File: config.mk
export PLATFORM = sky130hd
export DESIGN_NAME = printer_port
export DESIGN_NICKNAME = d
export VERILOG_FILES = /design/src/logic/printer_port_pkg.sv /design/src/logic/pin_synchronizer.sv /design/src/logic/printer_port.sv
export SDC_FILE = /design/constraint.sdc
export NUM_CORES = 1
export LEC_CHECK = 0
export BUFFER_PORTS_ARGS = -buffer_cell sky130_fd_sc_hd__buf_2
export CAP_MARGIN = 20
export CORE_AREA = 8 8 77 79
export CTS_CLUSTER_SIZE = 24
export DETAILED_ROUTE_END_ITERATION = 10
export DIE_AREA = 0 0 85 87
export GPL_ROUTABILITY_DRIVEN = 0
export GPL_TIMING_DRIVEN = 0
export PLACE_DENSITY = 0.76
export SKIP_LAST_GASP = 1
export SYNTH_ARGS = -nofsm -noshare
export SYNTH_HDL_FRONTEND = slang
export SYNTH_SLANG_ARGS = --single-unit
File: constraint.sdc
create_clock -name clock_in -period 2.36 [get_ports clock_in]
set_clock_uncertainty 0.05 [all_clocks]
set_input_delay 0.118 -clock clock_in [delete_from_list [all_inputs] [get_ports clock_in]]
set_output_delay 0.118 -clock clock_in [all_outputs]
set_load 0.01 [all_outputs]
File: src/logic/printer_port_pkg.sv
// Constants and shared types of the printer port register interface.
// Assumes one 50 MHz clock and a host that uses one-cycle strobes.
package printer_port_pkg;

    // ------------------------------------------------------------
    // Register offsets
    // ------------------------------------------------------------
    localparam logic [1:0] PORT_DATA_OFFSET    = 2'h0;
    localparam logic [1:0] PORT_STATUS_OFFSET  = 2'h1;
    localparam logic [1:0] PORT_CONTROL_OFFSET = 2'h2;
    localparam logic [1:0] PORT_NONE_OFFSET    = 2'h3;

    // ------------------------------------------------------------
    // Reset values and field positions
    // ------------------------------------------------------------
    localparam logic [7:0] PORT_DATA_RESET    = 8'h00;
    localparam logic [5:0] PORT_CONTROL_RESET = 6'h00;
    localparam int CTRL_STROBE    = 0;
    localparam int CTRL_FEED      = 1;
    localparam int CTRL_INIT      = 2;
    localparam int CTRL_SELECT_IN = 3;
    localparam int CTRL_IRQ_EN    = 4;
    localparam int CTRL_DIR       = 5;
    localparam int SYNC_WIDTH     = 13;

    // ------------------------------------------------------------
    // Shared types
    // ------------------------------------------------------------
    typedef struct packed {
        logic       occupied;
        logic       acknowledge;
        logic       sheet_exhausted;
        logic       printer_selected;
        logic       fault;
        logic [7:0] parallel_data_pins;
    } printer_inputs_s;

    typedef struct packed {
        logic       mode;
        logic       interrupt_line_select;
        logic       enhanced_enable;
        logic       irq_status_option;
    } port_config_s;

endpackage

File: src/logic/pin_synchronizer.sv
// Two-flop synchroniser for a group of pin inputs.
// Assumes the reset it receives is already released synchronously.
`timescale 1ns/1ps
module pin_synchronizer #(
    parameter int WIDTH = 8
) (
    // Clock and reset
    input  wire logic             clock_in,
    input  wire logic             rstn_in,
    // Pins and synchronised copy
    input  wire logic [WIDTH-1:0] async_in,
    output logic      [WIDTH-1:0] sync_out
);
    typedef struct packed {
        logic [WIDTH-1:0] first;
        logic [WIDTH-1:0] second;
    } sync_state_s;

    sync_state_s state;
    sync_state_s next_state;

    // First stage is read only by the second
    always_comb begin
        next_state.first  = async_in;
        next_state.second = state.first;
    end

    always_ff @(posedge clock_in or negedge rstn_in) begin
        if (!rstn_in) begin
            state <= '0;
        end else begin
            state <= next_state;
        end
    end

    assign sync_out = state.second;
endmodule

File: src/logic/printer_port.sv
// Printer port register block: data, status and control registers.
// Assumes a host with one-cycle read and write strobes and external
// pad logic resolving every output enable into a wire level.
`timescale 1ns/1ps
module printer_port (
    // Clock and reset
    input  wire logic                            clock_in,
    input  wire logic                            rstn_in,
    // Host register port
    input  wire logic [1:0]                      address_in,
    input  wire logic                            read_in,
    input  wire logic                            write_in,
    input  wire logic [7:0]                      write_data_in,
    output logic      [7:0]                      read_data_out,
    output logic                                 read_data_oe_out,
    output logic                                 read_valid_out,
    // Configuration and enhanced sequencer
    input  wire printer_port_pkg::port_config_s  config_in,
    input  wire logic                            enhanced_timeout_in,
    // Printer pins
    input  wire printer_port_pkg::printer_inputs_s pins_in,
    output logic      [7:0]                      parallel_data_out,
    output logic                                 parallel_data_oe_out,
    output logic                                 data_strobe_out,
    output logic                                 auto_line_feed_out,
    output logic                                 select_in_out,
    output logic                                 strobe_group_oe_out,
    output logic                                 printer_reset_out,
    // Interrupt lines
    output logic      [1:0]                      port_interrupt_line_out,
    output logic      [1:0]                      port_interrupt_oe_out
);
    import printer_port_pkg::*;

    // ------------------------------------------------------------
    // Reset release
    // ------------------------------------------------------------
    logic [1:0] reset_sync;
    logic       rstn;

    always_ff @(posedge clock_in or negedge rstn_in) begin
        if (!rstn_in) begin
            reset_sync <= 2'b00;
        end else begin
            reset_sync <= {reset_sync[0], 1'b1};
        end
    end
    assign rstn = reset_sync[1];

    // ------------------------------------------------------------
    // Pin synchronisation
    // ------------------------------------------------------------
    printer_inputs_s pins;

    pin_synchronizer #(
        .WIDTH    (SYNC_WIDTH)
    ) u_sync (
        .clock_in (clock_in),
        .rstn_in  (rstn),
        .async_in (pins_in),
        .sync_out (pins)
    );

    // ------------------------------------------------------------
    // State
    // ------------------------------------------------------------
    typedef struct packed {
        logic [7:0] data;
        logic [5:0] control;
        logic       control_written;
        logic       timeout_flag;
        logic       irq_pending;
        logic       ack_prev;
        logic       enhanced_prev;
        logic       irq_pulse;
        logic [7:0] read_data;
        logic       read_valid;
        logic       read_oe;
    } port_state_s;

    port_state_s state;
    port_state_s next_state;

    logic       extended;
    logic       enhanced;
    logic       compatible;
    logic       reverse;
    logic       ack_rise;
    logic       ack_fall;
    logic       status_read;
    logic       status_bit0;
    logic       status_bit2;
    logic       dir_read;
    logic       irq_level;
    logic [7:0] status_word;

    // ------------------------------------------------------------
    // Mode decode
    // ------------------------------------------------------------
    assign extended   = config_in.mode;
    assign enhanced   = config_in.enhanced_enable;
    assign compatible = !extended && !enhanced;
    assign reverse    = extended && state.control[CTRL_DIR];
    assign ack_rise   = pins.acknowledge && !state.ack_prev;
    assign ack_fall   = !pins.acknowledge && state.ack_prev;
    assign status_read = read_in && address_in == PORT_STATUS_OFFSET;

    // Timeout flag reads as one outside enhanced mode
    assign status_bit0 = enhanced ? state.timeout_flag : 1'b1;
    // Option bit only matters when not in extended mode
    assign status_bit2 = (extended
                          || (enhanced && config_in.irq_status_option))
                         ? !state.irq_pending : 1'b1;
    assign status_word = {!pins.occupied,
                          pins.acknowledge,
                          pins.sheet_exhausted,
                          pins.printer_selected,
                          pins.fault,
                          status_bit2,
                          1'b1,
                          status_bit0};
    // Direction bit is write-only outside enhanced mode
    assign dir_read = enhanced ? state.control[CTRL_DIR] : 1'b1;

    // ------------------------------------------------------------
    // Next state
    // ------------------------------------------------------------
    always_comb begin
        next_state               = state;
        next_state.ack_prev      = pins.acknowledge;
        next_state.enhanced_prev = enhanced;
        next_state.read_valid    = read_in;
        next_state.read_oe       = 1'b0;
        next_state.irq_pulse     = 1'b0;

        // Writes: status offset and the empty offset are ignored
        if (write_in) begin
            unique case (address_in)
                PORT_DATA_OFFSET: begin
                    next_state.data = write_data_in;
                end
                PORT_CONTROL_OFFSET: begin
                    next_state.control         = write_data_in[5:0];
                    next_state.control_written = 1'b1;
                end
                PORT_STATUS_OFFSET: begin
                    next_state.data = state.data;
                end
                PORT_NONE_OFFSET: begin
                    next_state.data = state.data;
                end
            endcase
        end

        // Reads: data is registered, answered one cycle later
        if (read_in) begin
            next_state.read_oe = address_in != PORT_NONE_OFFSET;
            unique case (address_in)
                PORT_DATA_OFFSET: begin
                    next_state.read_data = reverse
                        ? pins.parallel_data_pins
                        : state.data;
                end
                PORT_STATUS_OFFSET: begin
                    next_state.read_data = status_word;
                end
                PORT_CONTROL_OFFSET: begin
                    next_state.read_data = {2'b11, dir_read,
                                            state.control[4:0]};
                end
                PORT_NONE_OFFSET: begin
                    next_state.read_data = 8'h00;
                end
            endcase
        end

        // Timeout flag: clear by read or enable rise, set wins
        if (status_read || (enhanced && !state.enhanced_prev)) begin
            next_state.timeout_flag = 1'b0;
        end
        if (enhanced && enhanced_timeout_in) begin
            next_state.timeout_flag = 1'b1;
        end

        // Interrupt status: read restores one, new edge wins
        if (status_read) begin
            next_state.irq_pending = 1'b0;
        end
        if (extended && state.control[CTRL_IRQ_EN] && ack_rise) begin
            next_state.irq_pending = 1'b1;
        end

        // Enhanced interrupt is a one-cycle pulse
        if (enhanced && (ack_fall || enhanced_timeout_in)) begin
            next_state.irq_pulse = 1'b1;
        end
    end

    always_ff @(posedge clock_in or negedge rstn) begin
        if (!rstn) begin
            state         <= '0;
            state.data    <= PORT_DATA_RESET;
            state.control <= PORT_CONTROL_RESET;
        end else begin
            state <= next_state;
        end
    end

    // ------------------------------------------------------------
    // Interrupt routing
    // ------------------------------------------------------------
    always_comb begin
        if (compatible) begin
            irq_level = !pins.acknowledge;
        end else if (enhanced) begin
            irq_level = state.irq_pulse;
        end else begin
            irq_level = state.irq_pending;
        end
    end

    // Disabled interrupt floats the selected line; other always floats
    assign port_interrupt_line_out = {irq_level, irq_level};
    assign port_interrupt_oe_out =
        state.control[CTRL_IRQ_EN]
            ? (config_in.interrupt_line_select ? 2'b10 : 2'b01)
            : 2'b00;

    // ------------------------------------------------------------
    // Pin and bus outputs
    // ------------------------------------------------------------
    assign parallel_data_out    = state.data;
    assign parallel_data_oe_out = !reverse;
    assign data_strobe_out      = !state.control[CTRL_STROBE];
    assign auto_line_feed_out   = !state.control[CTRL_FEED];
    assign select_in_out        = !state.control[CTRL_SELECT_IN];
    // Strobe group drivers stay off until software first writes the control register
    assign strobe_group_oe_out  = state.control_written;
    assign printer_reset_out    = state.control[CTRL_INIT];
    assign read_data_out        = state.read_data;
    assign read_data_oe_out     = state.read_oe;
    assign read_valid_out       = state.read_valid;
endmodule

# Yosys cells after proc, flatten, opt, wreduce, memory -nomap -nowiden

Index checks and enable logic that the tools add are counted.

Reductions and logical operators: 30
Mux-type cells: 15
Eq/ne operators: 4

Operator list:

| cell                                          | count |
|---|---|
| one-hot mux 8 bit (4 select lines)            | 1 |
| logical AND 1 bit                             | 11 |
| logical NOT 1 bit                             | 11 |
| 2-to-1 mux 1 bit                              | 11 |
| 2-to-1 mux 8 bit                              | 1 |
| == test 2 bit, second input constant          | 2 |
| 2-to-1 mux 2 bit                              | 2 |
| AND reduction 2 bit                           | 2 |
| nonzero test 2 bit                            | 2 |
| logical OR 1 bit                              | 3 |
| == test 2 x 1 -> 1 bit, second input constant | 1 |
| logical NOT 2 bit                             | 1 |
| != test 2 bit, second input constant          | 1 |

Bits of input ports: 32
Bits in registers: 58

# Depth between registers and ports, before layout

Gate-level depths: netlist (run 1).

Word-level depth: 5
Gate-level depth with buffers: 5

# By module

A second synthesis (run 1) with hierarchy kept.

Cell total of the unflattened synthesis: 176
Area total of the unflattened synthesis: 2348.5 µm²

By module, submodules not included:

| module           | area each (µm²) | cells an instance | seq. area each (µm²) | instances |
|---|---|---|---|---|
| printer_port     | 1697.9          | 150               | 800.8                | 1 |
| pin_synchronizer | 650.6           | 26                | 650.6                | 1 |

# Worst setup path after synthesis (run 1)

No wires, ideal clock.

Kind: flip-flop to flip-flop
Start: register state[21] (netlist name)
End: register state, in the netlist read_data_out[6]
Arrival time: 1.045 ns
Required time: 2.167 ns
Period minus slack after synthesis: 1.238 ns
Slack: 1.122 ns
Cell stages (with the launch flop): 4
Path through: dfrtp_1 -> and3_1 -> a2111oi_0 -> o22ai_1

Longest elaborated chain between the ends: 3

RTL lines:

| what                               | RTL line            | source |
|---|---|---|
| start: declaration                 | printer_port.sv:81  | `port_state_s state;` |
| start signal: assignment           | printer_port.sv:205 | `state <= next_state;` |
| logical AND 1 bit                  | printer_port.sv:103 | `assign reverse = extended && state.control[CTRL_DIR];` |
| 2-to-1 mux 8 bit                   | printer_port.sv:161 | `? pins.parallel_data_pins` |
| one-hot mux 8 bit (4 select lines) | printer_port.sv:158 | `unique case (address_in)` |

Every way passes these cells.
A chain may end at the register's enable or synchronous reset.

# Worst setup path after layout (run 1)

Start: register u_sync.state, in the netlist u_sync.sync_out[11]
End: output port_interrupt_line_out[0]

Longest elaborated chain between the ends: 2

RTL lines:

| what                     | RTL line               | source |
|---|---|---|
| start: declaration       | pin_synchronizer.sv:19 | `sync_state_s state;` |
| start signal: assignment | pin_synchronizer.sv:32 | `state <= next_state;` |
| logical NOT 1 bit        | printer_port.sv:214    | `irq_level = !pins.acknowledge;` |
| 2-to-1 mux 1 bit         | printer_port.sv:213    | `if (compatible) begin` |
| end: declaration         | printer_port.sv:30     | `output logic [1:0] port_interrupt_line_out,` |

Every way passes these cells.

==> results of run 1 <==
## state kept, by name (all words and copies together), names as in the netlist
| name | cells |
|---|---|
| read_data_out | 8 |
| u_sync.next_state | 13 |
| strobe_group_oe_out | 1 |
| read_data_oe_out | 1 |
| reset_sync | 2 |
| state | 10 |
| printer_reset_out | 1 |
| parallel_data_out | 8 |
| u_sync.sync_out | 13 |
| read_valid_out | 1 |
## power by group through the flow
stage | registers [W] | clock network, W | logic (W)
2_1_floorplan | 0.00117 | 0 | 0.000281
3_3_place_gp | 0.00119 | 0 | 0.000401
3_5_place_dp | 0.00118 | 0 | 0.000426
4_1_cts | 0.00117 | 0.00106 | 0.000460
5_1_grt | 0.00118 | 0.00111 | 0.000497
6_report | 0.00116 | 0.00105 | 0.000455
## routing by layer
metal  wire (um)  track usage  part of all wire
met5           0            0                 0
met4          61       0.0809             0.012
met3         323       0.0462             0.066
met1        2160        0.170              0.44
met2        2330        0.217              0.48
## per-stage QoR
step / cell area (um2) / utilization / total power, W / hold WS (ps) / std cells
finish: 3200 / 0.660 / 0.00267 / 20.1 / 330
global route: 3200 / 0.660 / 0.00279 / 12.3 / 330
CTS: 3200 / 0.660 / 0.00268 / 15.7 / 330
detailed placement: 2720 / 0.561 / 0.00161 / -144 / 290
global placement: 2700 / 0.557 / 0.00159 / -147 / 289
floorplan: 2340 / - / 0.00145 / -228 / 176
## cell families (layout without fill, tap and decap cells)
group / Yosys count / after routing / synth area share
compound gates: 35 / 35 / 0.101
buf+inv: 34 / 132 / 0.0951
flops: 58 / 58 / 0.620
mux: 15 / 15 / 0.0946
other cells: 1 / 1 / 0.00160
simple gates: 33 / 33 / 0.0881
## what timing repair did
| item | in CTS | in global routing |
|---|---|---|
| gates resized for setup | 0 | 0 |
| endpoints found under the hold margin | 31 | 0 |
| endpoints found under the setup margin | 0 | 0 |
| hold buffers | 24 | 0 |
## cells in the mapped netlist (2+ instances only)
cell       number  share of area
dfrtp_1        58           0.62
nor2_1          5         0.0080
o21ai_0        10          0.021
buf_2           4         0.0085
and2b_1         2         0.0064
a32o_1          2         0.0085
o22ai_1         3         0.0080
a22oi_1         4          0.013
nor2b_1         4          0.011
nand2_1         4         0.0064
nand2b_1        4          0.011
a31oi_1         4          0.011
buf_6           3          0.014
a21boi_0        6          0.019
and3_1          8          0.021
inv_1           9          0.014
a2111oi_0       3          0.011
mux2_4         14          0.090
buf_4          18          0.058
## layout make-up
type / instances / area (um2) / share of cell area
Clock buffer: 12 / 165 / 0.0517
Tap cell: 56 / 70.1 / 0.0219
Sequential cell: 58 / 1450 / 0.454
Timing Repair Buffer: 82 / 546 / 0.171
Multi-Input combinational cell: 84 / 668 / 0.209
Inverter: 9 / 33.8 / 0.0106
Buffer: 25 / 189 / 0.0591
Clock inverter: 4 / 72.6 / 0.0227
## worst register-to-register path: stages (launching register included)
cell,delay [ps]
dfrtp_1,430
and3_1,200
a2111oi_0,480
o22ai_1,150
## cells in the final DEF (no fill, tap or decap), types with 2 or more instances in the layout
cell,n
o22ai_1,3
o21ai_0,10
clkbuf_8,12
a2111oi_0,3
a32o_1,2
nor2_1,5
dfrtp_1,57
and3_1,8
buf_4,18
dlygate4sd3_1,24
and2b_1,2
buf_2,61
nand2b_1,4
buf_6,3
a22oi_1,4
a31oi_1,4
nand2_1,4
bufinv_16,2
mux2_4,14
inv_1,9
a21boi_0,6
nor2b_1,4
## worst paths after layout
check	to	start	slack (ps)
max reg2reg	read_data_out[6]$_DFFE_PN0P_	state[21]$_DFFE_PN0P_	910
min in group asynchronous	reset_sync[1]$_DFF_PN0_	rstn_in	60
min reg2reg	u_sync.next_state[3]$_DFF_PN0_	reset_sync[1]$_DFF_PN0_	130
max in group asynchronous	u_sync.sync_out[0]$_DFF_PN0_	reset_sync[1]$_DFF_PN0_	1610
min	state[21]$_DFFE_PN0P_	write_data_in[5]	20
max	port_interrupt_line_out[0]	u_sync.sync_out[11]$_DFF_PN0_	690
==> results.md, run 1 <==
- RSZ-0062 raised after global routing: false
- Endpoint class of the critical path: output port
- Final critical delay including setup and external delays: 1670 ps
- Final ANT Viol Nets: 0
- Die outline width: 85 um
- Pwr dens: 835 nW/um2
- Hold WC Path Type: input pin to register
- Worst hold path cell count: 2
- Layout cells sized above 1: 0.438
- Critical path startpoint category: register
- Transition time at the pin with the least slew margin: 484 ps
- Ys flop type: dfrtp_1
- Number of buffer and inverter instances along the worst setup path: 2
- Number of vias per cell: 4.69
- Maximum clock rate: 597 MHz
- Relative contribution of the clock network to total power: 0.393
- Avg Synthesized Cell Area: 13.3 um2
- Final antenna diode count: 0
- Worst R2R Path Depth: 3
- Share of the clock period used by the worst path after layout: 0.709
- Skew-Pair Late Insertion Delay: 320 ps
- Post-placement setup slack: 885 ps
- Number of nets in the layout: 301
- Fillcell total: 358
- Vertical extent of the die: 87 um
- I/O pin total: 60
- Internal power contribution: 0.00204 W
- Net count after synthesis: 208
- Number of enable-type register cells in the synthesized netlist: 0
- Dpl hpwl: 3350 um
- Max FO, Critical Path: 5
- CTS H-tree lvls: 3
- Root buffer cell: clkbuf_8
- Global routing usage summed across all routing layers: 0.141
- Crit path largest cell delay: 430 ps
- Total congestion overflow after global routing: 0
- Cell area after technology mapping: 2340 um2
- Final setup slack of the worst path: 686 ps
- Wire length of the first global-routing pass: 8010 um
- DRT Pass-1 Iters: 5
- Clock tree from TritonCTS: built
- Final hold viol count: 0
- Post-synth cell types: 30
- Max VDD drop: 0.000578 V
- Number of clock sinks: 58
- Worst-case clock buffer depth: 2
- Pin count of the biggest net entering global routing: 43
- Standard-cell row count: 26
- Status: finished clean
- Overall via count from detail_route: 1547
- Post-CTS setup buffer count: 0
- Static leakage: 1.58 nW
- Routed WL: 4880 um
- Initial DRC Count: 70
- Ys async rst share: 1.00
- CP Data Arrival Time: 1510 ps
- Clock transition at the register clock pins on the worst setup and hold paths after CTS: 60 ps
- Clock buffers created by TritonCTS: 9
- Switching power as a share of total power: 0.234
- Switching power: 0.000624 W
- Sequential-to-total area share from yosys stat: 0.620
- Core box area: 4850 um2
- Wirelength per Cell: 14.8 um
- Via count of the first global-routing pass: 1606
- Start-to-end type of the worst setup path: register to output port
- Count of buffers from port buffering: 57
- Path length in cells of the critical path: 4
- Number of failing setup endpoints in the final timing report: 0
- Setup TNS: 0 ps
- Residual DRC: 0
- Antenna violations before repair: 0
- Data required time at the worst endpoint: 2190 ps
- Sequential Power Share: 0.436
- Cells after synthesis: 176
- Max-Cap Viols: 0
- Die outline area: 7400 um2
- Cell-by-cell trace of the critical path: mux2_2, o21ai_0, buf_4, buf_2
- Worst slew slack as a fraction of its limit: 0.669
- Starting density of the core: 0.483
- #FFs+latches synth: 58
- Count of final max-slew check failures: 0
- Synth-to-layout area growth: 36.5%
- Highest-delay cell along the critical path: dfrtp_1
- Crit path max-delay family: flip-flops
- Combinational Power Share: 0.170
- Number of warnings reported in the yosys synthesis log: 0
No activity file was read; power rests on OpenSTA's default activity.
==> inputs of run 2 (changes only) <==
==> constraint.sdc (replaced) <==
create_clock -name clock_in -period 1.75 [get_ports clock_in]
set_clock_uncertainty 0.05 [all_clocks]
set_input_delay 0.0875 -clock clock_in [delete_from_list [all_inputs] [get_ports clock_in]]
set_output_delay 0.0875 -clock clock_in [all_outputs]
set_load 0.01 [all_outputs]
==> run 2 against run 1 <==
Effect of this change:
- routed wire length increased by 3.8%
- flip-flop and latch count unchanged
- final cell count increased by 0.91%
- die area unchanged
- sequential power increased by 36%
- clock power increased by 35%
- critical path depth unchanged
- core utilization increased by 0.62 points
- critical endpoint is now port_interrupt_line_out[1]
- largest cell class unchanged
==> results.md, run 2 (synthesis results as in run 1) <==
- RSZ-0062 raised after global routing: false (unchanged)
- Worst-case clock buffer depth: 2 (unchanged)
- Share of the clock period used by the worst path after layout: 0.900
- Static leakage: 1.60 nW (was 1.58 nW)
- Clock transition at the register clock pins on the worst setup and hold paths after CTS: 60 ps (about the same)
- Synth-to-layout area growth: 37.8% (was 36.5%)
- Antenna violations before repair: 0 (unchanged)
- Total congestion overflow after global routing: 0 (unchanged)
- Final antenna diode count: 0 (unchanged)
- Max-Cap Viols: 0 (unchanged)
- Final hold viol count: 0 (unchanged)
- Overall via count from detail_route: 1590 (was 1547)
- Layout cells sized above 1: 0.433 (was 0.438)
- End of the worst register-to-register path: read_data_out[6]$_DFFE_PN0P_ (unchanged)
- Setup TNS: 0 ps (unchanged)
- Pwr dens: 1120 nW/um2 (was 835 nW/um2)
- Commonest non-fill, non-tap cells in the layout: buf_2, dfrtp_1, dlygate4sd3_1 (unchanged)
- Core box area: 4850 um2 (unchanged)
- Vertical extent of the die: 87 um (unchanged)
- CP Data Arrival Time: 1440 ps (was 1510 ps)
- Count of final max-slew check failures: 0 (unchanged)
- Data required time at the worst endpoint: 1610 ps (was 2190 ps)
- Max FO, Critical Path: 5 (unchanged)
- Start-to-end type of the worst setup path: register to output port (unchanged)
- Dpl hpwl: 3510 um (was 3350 um)
- Maximum clock rate: 635 MHz
- Highest-delay cell along the critical path: dfrtp_1 (unchanged)
- Standard-cell row count: 26 (unchanged)
- Die outline area: 7400 um2 (unchanged)
- Max VDD drop: 0.000796 V (was 0.000578 V)
- Status: finished clean (unchanged)
- Skew-Pair Late Insertion Delay: 330 ps (was 320 ps)
- Endpoint class of the critical path: output port (unchanged)
- Worst R2R Path Depth: 3 (unchanged)
- Initial DRC Count: 68 (was 70)
- DRT Pass-1 Iters: 4 (was 5)
- Number of clock sinks: 58 (unchanged)
- Routed WL: 5070 um (was 4880 um)
- Worst hold margin: 26.1 ps (was 20.1 ps)
- CTS H-tree lvls: 3 (unchanged)
- Crit path largest cell delay: 430 ps (about the same)
- Root buffer cell: clkbuf_8 (unchanged)
- Cell-by-cell trace of the critical path: mux2_2, o21ai_1, buf_4, buf_2 (was mux2_2, o21ai_0, buf_4, buf_2)
- Number of vias per cell: 4.77 (was 4.69)
- Transition time at the pin with the least slew margin: 487 ps (was 484 ps)
- Final setup slack of the worst path: 175 ps (was 686 ps)
- Leading cell type in the layout, fill and taps excluded: buf_2 (unchanged)
- Wire length of the first global-routing pass: 8480 um (was 8010 um)
- Count of buffers from port buffering: 57 (unchanged)
- Worst slew slack as a fraction of its limit: 0.667 (was 0.669)
- Wirelength per Cell: 15.2 um (was 14.8 um)
- Final critical delay including setup and external delays: 1570 ps
- Pin count of the biggest net entering global routing: 40 (was 43)
- Final ANT Viol Nets: 0 (unchanged)
- Post-layout total power: 0.00361 W (was 0.00267 W)
- I/O pin total: 60 (unchanged)
- Post-placement setup slack: 332 ps (was 885 ps)
- Hold WC Path Type: input pin to asynchronous set/reset pin (was input pin to register)
- Critical path startpoint category: register (unchanged)
- Start of the worst register-to-register path: state[21]$_DFFE_PN0P_ (unchanged)
- Number of failing setup endpoints in the final timing report: 0 (unchanged)
- Slack of the worst reg-to-reg path: 320 ps (was 910 ps)
- Global routing usage summed across all routing layers: 0.152 (was 0.141)
- Starting density of the core: 0.483 (unchanged)
- Die outline width: 85 um (unchanged)
- Clock tree from TritonCTS: built (unchanged)
- Residual DRC: 0 (unchanged)
- Clock buffers created by TritonCTS: 9 (unchanged)
- Via count of the first global-routing pass: 1731 (was 1606)
- Number of nets in the layout: 304 (was 301)
[run 2: changes by cell type in the layout (fill, tap and decap cells not counted), sizes merged]
| cell | before | now |
|---|---|---|
| dlygate4sd3 | 24 | 27 |
[run 2: worst max-delay path by stage]
stage          slack (ps)  depth (start not counted)                           from                      endpoint
2_1_floorplan         510                          3          state[21]$_DFFE_PN0P_  read_data_out[6]$_DFFE_PN0P_
3_3_place_gp          340                          3          state[21]$_DFFE_PN0P_  read_data_out[1]$_DFFE_PN0P_
3_5_place_dp          330                          3          state[21]$_DFFE_PN0P_  read_data_out[1]$_DFFE_PN0P_
4_1_cts                90                          4  u_sync.sync_out[11]$_DFF_PN0_    port_interrupt_line_out[1]
5_1_grt                60                          4  u_sync.sync_out[11]$_DFF_PN0_    port_interrupt_line_out[1]
6_report              180                          4  u_sync.sync_out[11]$_DFF_PN0_    port_interrupt_line_out[1]
[run 2: layout make-up]
cell class | count | area [um2]
fillers | 371 | 1620
clock inverters | 4 | 72.6
well taps | 56 | 70.1
clock buffers | 12 | 165
flip-flops and latches | 58 | 1450
inverters | 9 | 33.8
multi-input cells | 84 | 668
repair buffers | 85 | 576
plain buffers | 25 | 189
[run 2: metal layers]
layer	vias up	part of all wire	GRT usage
met5	-	0	0
met4	0	0.020	0.0825
met3	7	0.049	0.0443
met2	51	0.49	0.245
met1	756	0.44	0.179
li1	776	-	-
[run 2: power by group]
group	total [W]	switching, W	leakage, nW	internal (W)
combinational	0.000619	0.000249	0.799	0.000370
clock	0.00142	0.000502	0.119	0.000915
sequential	0.00158	0.000101	0.679	0.00148
total	0.00361	0.000851	1.60	0.00276
[run 2: repair_timing]
item | 4_1_cts | 5_1_grt
endpoints found under the hold margin | 34 | 0
hold buffers | 27 | 0
setup endpoints to repair | 0 | 2
resized for setup | 0 | 1
buffers inserted | 0 | 0
[run 2: critical path: cells and delay by family, from the launching register on]
kind,cells,cell delay [ps]
flip-flops,1,430
AO/OA/AOI/OAI,1,150
multiplexers,1,280
buffers and inverters,2,230
[run 2: metrics by stage]
stage	cell area [um2]	instances	util
detailed placement	2720	290	0.561
CTS	3230	333	0.666
finish	3230	333	0.666
global placement	2700	289	0.557
global route	3230	333	0.666
floorplan	2340	176	-
